`config.mk`:
```
export PLATFORM = sky130hd
export DESIGN_NAME = airq_top
export DESIGN_NICKNAME = d
export VERILOG_FILES = /design/src/pkg/airq_pkg.sv /design/src/airq_group.sv /design/src/airq_src_cell.sv /design/src/airq_top.sv
export SDC_FILE = /design/constraint.sdc
export NUM_CORES = 1
export LEC_CHECK = 0
export BUFFER_PORTS_ARGS = -buffer_cell sky130_fd_sc_hd__buf_2
export CAP_MARGIN = 20
export CORE_MARGIN = 1.5
export CORE_UTILIZATION = 45
export CTS_CLUSTER_DIAMETER = 50
export DETAILED_ROUTE_END_ITERATION = 16
export HOLD_SLACK_MARGIN = 0.06
export PLACE_DENSITY = 0.75
export SLEW_MARGIN = 30
export SYNTH_ARGS = -nofsm -noshare
export SYNTH_HDL_FRONTEND = slang
export SYNTH_SLANG_ARGS = --single-unit
```
`constraint.sdc`:
```
create_clock -name pclk -period 2.1 [get_ports pclk]
set_input_delay 0.315 -clock pclk [delete_from_list [all_inputs] [get_ports pclk]]
set_output_delay 0.315 -clock pclk [all_outputs]
set_load 0.01 [all_outputs]
```
`src/pkg/airq_pkg.sv`:
```
// airq_pkg: register map, field layout and reset values of the interrupt block
package airq_pkg;
  // ------------------------------------------------------------
  // register indices (printed offsets) and the apb address width
  // ------------------------------------------------------------
  localparam logic [7:0] AIRQ_IDX_STAT1 = 8'h07;
  localparam logic [7:0] AIRQ_IDX_STAT2 = 8'h08;
  localparam logic [7:0] AIRQ_IDX_G1_MASK = 8'h09;
  localparam logic [7:0] AIRQ_IDX_G1_MODE_UPPER = 8'h0a;
  localparam logic [7:0] AIRQ_IDX_G1_MODE_LOWER = 8'h0b;
  localparam logic [7:0] AIRQ_IDX_G2_MASK = 8'h0c;
  localparam logic [7:0] AIRQ_IDX_G2_MODE_UPPER = 8'h0d;
  localparam logic [7:0] AIRQ_IDX_G2_MODE_LOWER = 8'h0e;
  localparam int AIRQ_ADDR_W = 10;
  // ------------------------------------------------------------
  // field layout and reset values
  // ------------------------------------------------------------
  localparam int AIRQ_G1_W = 8;
  localparam int AIRQ_G2_W = 6;
  localparam logic [7:0] AIRQ_REG_RESET = 8'h00;
  localparam logic [1:0] AIRQ_MODE_RISE = 2'h0;
  localparam logic [1:0] AIRQ_MODE_FALL = 2'h1;
  localparam logic [1:0] AIRQ_MODE_LEVEL = 2'h2;
  localparam logic [31:0] AIRQ_RD_ZERO = 32'h0000_0000;
endpackage

```
`src/airq_group.sv`:
```
// airq_group: a row of source cells sharing one status register
`timescale 1ns/10ps
`default_nettype none
module airq_group
  import airq_pkg::*;
#(
  parameter int W = 8
)(
  // clock and reset
  input wire logic pclk,
  input wire logic presetn,
  // sources and controls
  input wire logic [W-1:0] cond,
  input wire logic [W-1:0] mask,
  input wire logic [W-1:0] mode_upper,
  input wire logic [W-1:0] mode_lower,
  input wire logic rd_clear,
  // status
  output logic [W-1:0] status
);
  for (genvar i = 0; i < W; i++) begin : g_cell
    airq_src_cell u_cell (
      .pclk(pclk),
      .presetn(presetn),
      .cond(cond[i]),
      .mask(mask[i]),
      .mode({mode_upper[i], mode_lower[i]}), // [RQ7] [RQ8]
      .rd_clear(rd_clear),
      .status(status[i])
    );
  end
endmodule
`default_nettype wire

```
`src/airq_src_cell.sv`:
```
// airq_src_cell: trigger detection and sticky status for one interrupt source
`timescale 1ns/10ps
`default_nettype none
module airq_src_cell
  import airq_pkg::*;
(
  // clock and reset
  input wire logic pclk,
  input wire logic presetn,
  // source and controls
  input wire logic cond,
  input wire logic mask,
  input wire logic [1:0] mode,
  input wire logic rd_clear,
  // result
  output logic status
);
  typedef struct packed {
    logic cond_d;
    logic stat;
  } airq_cell_t;
  airq_cell_t st, next_st;
  logic trig;

  // ------------------------------------------------------------
  // trigger decode
  // ------------------------------------------------------------
  always_comb begin
    unique case (mode)
      AIRQ_MODE_RISE: trig = cond & ~st.cond_d; // [RQ9] [RQ10]
      AIRQ_MODE_FALL: trig = ~cond & st.cond_d; // [RQ9] [RQ10]
      AIRQ_MODE_LEVEL: trig = cond; // [RQ9] [RQ10]
      // reserved code is treated like rising edge
      default: trig = cond & ~st.cond_d;
    endcase
  end

  always_comb begin
    next_st = st;
    next_st.cond_d = cond;
    // set wins over the read clear; masked sources never set
    if (!mask) begin
      next_st.stat = 1'b0; // [RQ5] [RQ15]
    end else if (trig) begin
      next_st.stat = 1'b1; // [RQ4] [RQ13] [RQ14]
    end else if (rd_clear) begin
      next_st.stat = 1'b0; // [RQ14]
    end
  end

  always_ff @(posedge pclk or negedge presetn) begin
    if (!presetn) begin
      st <= '0;
    end else begin
      st <= next_st;
    end
  end

  assign status = st.stat;
endmodule
`default_nettype wire

```
`src/airq_top.sv`:
```
// airq_top: interrupt mask, trigger mode and status logic with an apb register port
//
// Summary of operation
// RQ1: q_subcode_block_ready source flags each new Q-subcode block for the host.
// RQ2: host reads the Q-subcode block within 588 frames of the interrupt.
// RQ3: group 1 mask at 09h, one bit per source, aligned with status bits.
// RQ4: mask bit 1 lets the source set status and drive the interrupt.
// RQ5: mask bit 0 ignores the source for status and interrupt.
// RQ6: mask registers reset to zero, all sources masked.
// RQ7: group 1 mode code: 0Ah gives upper bit, 0Bh lower bit.
// RQ8: group 2 mode code: 0Dh upper, 0Eh lower, bits 5 to 0.
// RQ9: code 00 rising, 01 falling, 10 level, 11 reserved.
// RQ10: mode picks activation on arrival, removal or persistence of a condition.
// RQ11: mode registers reset to zero, rising edge for every source.
// RQ12: group 2 mask at 0Ch holds bits 5 to 0; bits 7,6 read zero.
// RQ13: status bits are sticky until the host reads the register.
// RQ14: reading status clears it except level sources still asserted.
// RQ15: masked status bits always read as zero.
// RQ16: interrupt pin high while any unmasked status bit is set.
// RQ17: host avoids reserved mode code 11; device treats it as rising edge.
//
// The implementer's own choice: the APB slave port.
`timescale 1ns/10ps
`default_nettype none
module airq_top
  import airq_pkg::*;
#(
  parameter int G1_W = AIRQ_G1_W,
  parameter int G2_W = AIRQ_G2_W
)(
  // clock and reset
  input wire logic pclk,
  input wire logic presetn,
  // apb slave
  input wire logic psel,
  input wire logic penable,
  input wire logic pwrite,
  input wire logic [AIRQ_ADDR_W-1:0] paddr,
  input wire logic [31:0] pwdata,
  output logic [31:0] prdata,
  output logic pready,
  output logic pslverr,
  // group 1 sources: bit 7 tx_sample_slip .. bit 0 receiver_fault
  input wire logic [G1_W-1:0] group1_cond,
  // group 2 sources: bit 1 is q_subcode_block_ready
  input wire logic [G2_W-1:0] group2_cond,
  // interrupt pin
  output logic irq
);
  // ------------------------------------------------------------
  // state
  // ------------------------------------------------------------
  typedef struct packed {
    logic [7:0] g1_mask;
    logic [7:0] g1_mode_upper;
    logic [7:0] g1_mode_lower;
    logic [7:0] g2_mask;
    logic [7:0] g2_mode_upper;
    logic [7:0] g2_mode_lower;
    logic [31:0] rdata;
    logic ready;
    logic slverr;
    logic irq;
    logic rd1;
    logic rd2;
  } airq_top_t;
  airq_top_t st, next_st;

  logic [G1_W-1:0] stat1;
  logic [G2_W-1:0] stat2;
  logic [7:0] stat1_b, stat2_b;
  logic setup, access;
  logic [7:0] idx;
  logic idx_ok;

  assign setup = psel & ~penable;
  assign access = psel & penable & st.ready;
  assign idx = 8'(paddr[AIRQ_ADDR_W-1:2]);
  // gate with the live mask so a bit whose mask was just cleared never shows
  assign stat1_b = 8'(stat1 & st.g1_mask[G1_W-1:0]); // [RQ15]
  assign stat2_b = 8'(stat2 & st.g2_mask[G2_W-1:0]); // [RQ15]
  assign idx_ok = (paddr[1:0] == 2'h0) &&
    (idx >= AIRQ_IDX_STAT1) && (idx <= AIRQ_IDX_G2_MODE_LOWER);

  // ------------------------------------------------------------
  // source groups
  // ------------------------------------------------------------
  // the q subcode ready line is one of the group 2 conditions [RQ1]
  airq_group #(.W(G1_W)) u_g1 (
    .pclk(pclk),
    .presetn(presetn),
    .cond(group1_cond),
    .mask(st.g1_mask[G1_W-1:0]), // [RQ3]
    .mode_upper(st.g1_mode_upper[G1_W-1:0]), // [RQ7]
    .mode_lower(st.g1_mode_lower[G1_W-1:0]), // [RQ7]
    .rd_clear(st.rd1),
    .status(stat1)
  );
  airq_group #(.W(G2_W)) u_g2 (
    .pclk(pclk),
    .presetn(presetn),
    .cond(group2_cond),
    .mask(st.g2_mask[G2_W-1:0]), // [RQ12]
    .mode_upper(st.g2_mode_upper[G2_W-1:0]), // [RQ8]
    .mode_lower(st.g2_mode_lower[G2_W-1:0]), // [RQ8]
    .rd_clear(st.rd2),
    .status(stat2)
  );

  // ------------------------------------------------------------
  // register access
  // ------------------------------------------------------------
  // no wait state: ready rises the cycle after setup, so the read
  // data lines up with the access edge and the read-clear pulse follows it
  always_comb begin
    next_st = st;
    next_st.ready = setup;
    next_st.slverr = setup & ~idx_ok;
    next_st.rd1 = 1'b0;
    next_st.rd2 = 1'b0;
    if (setup && !pwrite) begin
      unique case (idx)
        AIRQ_IDX_STAT1: next_st.rdata = {24'h000000, stat1_b};
        AIRQ_IDX_STAT2: next_st.rdata = {24'h000000, stat2_b};
        AIRQ_IDX_G1_MASK: next_st.rdata = {24'h000000, st.g1_mask};
        AIRQ_IDX_G1_MODE_UPPER: next_st.rdata = {24'h000000, st.g1_mode_upper};
        AIRQ_IDX_G1_MODE_LOWER: next_st.rdata = {24'h000000, st.g1_mode_lower};
        AIRQ_IDX_G2_MASK: next_st.rdata = {24'h000000, st.g2_mask}; // [RQ12]
        AIRQ_IDX_G2_MODE_UPPER: next_st.rdata = {24'h000000, st.g2_mode_upper};
        AIRQ_IDX_G2_MODE_LOWER: next_st.rdata = {24'h000000, st.g2_mode_lower};
        default: next_st.rdata = AIRQ_RD_ZERO;
      endcase
    end
    if (access && !pwrite && idx_ok) begin
      // clear follows the access edge; an event in that cycle still sets
      next_st.rd1 = (idx == AIRQ_IDX_STAT1); // [RQ14]
      next_st.rd2 = (idx == AIRQ_IDX_STAT2); // [RQ14]
    end
    if (access && pwrite && idx_ok) begin
      unique case (idx)
        AIRQ_IDX_G1_MASK: next_st.g1_mask = pwdata[7:0]; // [RQ3]
        AIRQ_IDX_G1_MODE_UPPER: next_st.g1_mode_upper = pwdata[7:0];
        AIRQ_IDX_G1_MODE_LOWER: next_st.g1_mode_lower = pwdata[7:0];
        AIRQ_IDX_G2_MASK: next_st.g2_mask = {2'h0, pwdata[5:0]}; // [RQ12]
        AIRQ_IDX_G2_MODE_UPPER: next_st.g2_mode_upper = {2'h0, pwdata[5:0]};
        AIRQ_IDX_G2_MODE_LOWER: next_st.g2_mode_lower = {2'h0, pwdata[5:0]};
        default: next_st.g1_mask = st.g1_mask;
      endcase
    end
    // masked bits are gated here too, so the pin drops with the mask
    next_st.irq = (|stat1_b) | (|stat2_b); // [RQ16]
  end

  always_ff @(posedge pclk or negedge presetn) begin
    if (!presetn) begin
      st <= '0;
      st.g1_mask <= AIRQ_REG_RESET; // [RQ6]
      st.g2_mask <= AIRQ_REG_RESET; // [RQ6]
      st.g1_mode_upper <= AIRQ_REG_RESET; // [RQ11]
      st.g1_mode_lower <= AIRQ_REG_RESET; // [RQ11]
      st.g2_mode_upper <= AIRQ_REG_RESET; // [RQ11]
      st.g2_mode_lower <= AIRQ_REG_RESET; // [RQ11]
    end else begin
      st <= next_st;
    end
  end

  assign prdata = st.rdata;
  assign pready = st.ready;
  assign pslverr = st.slverr;
  assign irq = st.irq;
endmodule
`default_nettype wire

```
==> flow_summary.toml <==
[floorplan]
die_area_sq_um = 10900
rows = 36
pin_count = 96
core_sq_um = 9860
die_w_um = 104
die_h_um = 104
start_util_pct = 46.8

[synth]
synth-edff-count = 0
syn_inst = 424
synth_warnings = 0
synth_top_area_share_pct = 44.9
ys_ff_latch = 83
ys_seq_area_share_pct = 44.9
synthTopCellsByArea = "dfrtp_1 (45%), mux2_2 (8.8%), ha_1 (7.6%), buf_4 (5.2%), inv_1 (2.8%)"
synth_area_sq_um = 4620
synth_top_area_cell = "dfrtp_1"
ys.flop_type = "dfrtp_1"
syn_avg_cell_area_sq_um = 10.9
async_flop_share_pct = 100
synth_cell_types = 47

[layout]
drive_gt1_share_pct = 27.2
nFillCells = 869
layout_common_cells = "dfrtp_1 (83), buf_2 (46), mux2_2 (36), inv_1 (35), nand2_1 (32)"
layout_commonest_cell = "dfrtp_1"
multi_input_area_sq_um = 2210
fin_util_pct = 54.0
diodes = 0
area_delta_synth_final_pct = 15.2
final_cells = 630
nNetsFinal = 581
seq_area_sq_um = 2080

[power]
total_power_w = 0.00331
p_leak_nw = 2.54
peakVddDrop_mv = 0.440
power.density_nw_per_um2 = 623

[routing]
via_per_inst = 5.56
routedWlPerCell_um = 17.3
ant_nets = 0
vias = 3505
dr.pass1.iters = 4
drc = 0
drt_wl_total_um = 10900
dr.first_iter.drc_count = 172

[global_route]
antenna_found_initial = 0
grt_pass1_wl_um = 17900
grt_max_degree = 38
grt_pass1_vias = 3552
grt_use_total_pct = 20.9
grt_overflow = 0

[placement]
dp.cells = 613
dp_hpwl_um = 8080
gp_congestion = 0.828
numPortBuffers = 47

[run_status]
status = "complete, no violations"

[worst_setup_path]
r2r_slack_ps = 180
crit_path_end_kind = "flop"
critPathMaxFanout = 5
cpPeakStageDelay_ps = 370
cpLargestDelayFamily = "simple AND/OR/NAND/NOR gates"
critPathSlowestCell = "dfrtp_1"
critical_path_class = "reg2reg"
cp_num_buf_inv = 1
path_cells = "nand3_1 > nor4_4 > nand2_1 > nor3_4 > buf_4 > mux2_2"
cp.arrival_ps = 2170
required_ps = 2350
start_kind = "flop"

[clock_tree]
clock_sinks = 83
insertion_delay_ps = 360
cts_max_level = 3
cts_made_buffers = 9
clk_transition_reported_paths_ps = 80
clock-root-buffer = "clkbuf_8"
cts_buffer_depth = 2
cts_tree = "done"

[hold_path]
min_path_type = "in2reg"

[timing]
maxSlewViolCount = 0
post-route-min-period_ps = 1920
grt_setup_unrepaired = "false"
tns_ps = 0
finalSetupViolCount = 0
clock-skew-final_ps = 8.27
fmax_mhz = 522
min_period_over_period_pct = 91.3
hold_viol = 0
holdWs_ps = 87.1

[flow_run]
drv_cap = 0
-- power breakdown --
part	internal [W]	switching, W
Sequential	0.00161	0.00000928
Clock	0.000886	0.000576
Combinational	0.0000780	0.000152
-- cells in the mapped netlist, types with 3 or more instances --
master and n:
nand2_1 32, a22oi_1 4, a221oi_1 5, nor2_1 9, a21oi_1 16, nor4bb_1 13
nand2b_1 4, a211oi_1 3, mux2i_1 12, ha_1 28, nand3_1 6, nor2b_1 4
a21boi_0 12, buf_1 3, a22o_1 6, o211ai_1 12, o21ai_0 12, mux2_2 36
nor3_1 4, nor4_1 6, o22ai_1 4, dfrtp_1 83, buf_4 32, a32oi_1 5
nor3_4 3, inv_1 35, clkbuf_1 7
-- stage by stage --
step / setup WS, ps / area (sq um)
after floorplan: 26.9 / 4710
after global placement: -146 / 5050
after detailed placement: -183 / 5050
after CTS: 194 / 5320
after global routing: 106 / 5320
final: 183 / 5320
-- per-layer routing --
metal	wire, um	GRT usage [%]	up-vias
li1	-	-	1625
met1	4480	25.7	1733
met2	5540	35.5	123
met3	601	4.39	24
met4	278	8.83	0
met5	0	0	-
-- state kept, by name, summed over array words and instances (netlist names) --
register	flops
st	44
prdata	8
u_g1.g_cell.u_cell.st	8
u_g1.g_cell.u_cell.status	8
u_g2.g_cell.u_cell.st	6
u_g2.g_cell.u_cell.status	6
irq	1
pready	1
pslverr	1
-- worst paths after layout --
check                           depth (start not counted)                  start                                       end
worst max-delay path                                    6       pready$_DFF_PN0_                        st[82]$_DFFE_PN0P_
worst min-delay path                                    1         group1_cond[0]     u_g1.g_cell[0].u_cell.st[1]$_DFF_PN0_
worst max register to register                          6       pready$_DFF_PN0_                        st[82]$_DFFE_PN0P_
worst min register to register                          2  prdata[3]$_DFFE_PN0P_                     prdata[3]$_DFFE_PN0P_
max in group asynchronous                               3                presetn  u_g1.g_cell[6].u_cell.status$_DFFE_PN0P_
min in group asynchronous                               2                presetn                        st[73]$_DFFE_PN0P_
-- cell families (layout without fill, tap and decap cells) --
kind of cell / count (synthesis) / in the layout / synth area share (%)
and+or+nand+nor: 98 / 98 / 13.6
AOI/OAI and AO/OA: 88 / 88 / 13.3
buffers and inverters: 78 / 128 / 9.10
muxes: 48 / 48 / 11.4
other: 1 / 24 / 0.0812
DFF: 83 / 83 / 44.9
adders and majority gates: 28 / 28 / 7.58
-- final cells by class --
class	count	area share (%)
multi-input combinational	286	41.5
clock buffer	12	3.10
timing repair buffer	77	8.98
sequential	83	39.0
tap	133	3.13
inverter	35	2.47
clock inverter	4	1.79
-- worst reg2reg max path, cell delays in order, from the launching register on --
cell and delay (ps):
dfrtp_1 370, nand3_1 120, nor4_4 270, nand2_1 260, nor3_4 260, buf_4 190
mux2_2 340
-- what timing repair did --
action	4_1_cts	5_1_grt
endpoints found under the setup margin	0	0
hold buffers	1	0
setup buffers	0	0
endpoints found under the hold margin	23	0
gates resized for setup	0	0
Note: power is estimated with default switching activity, not from simulation.
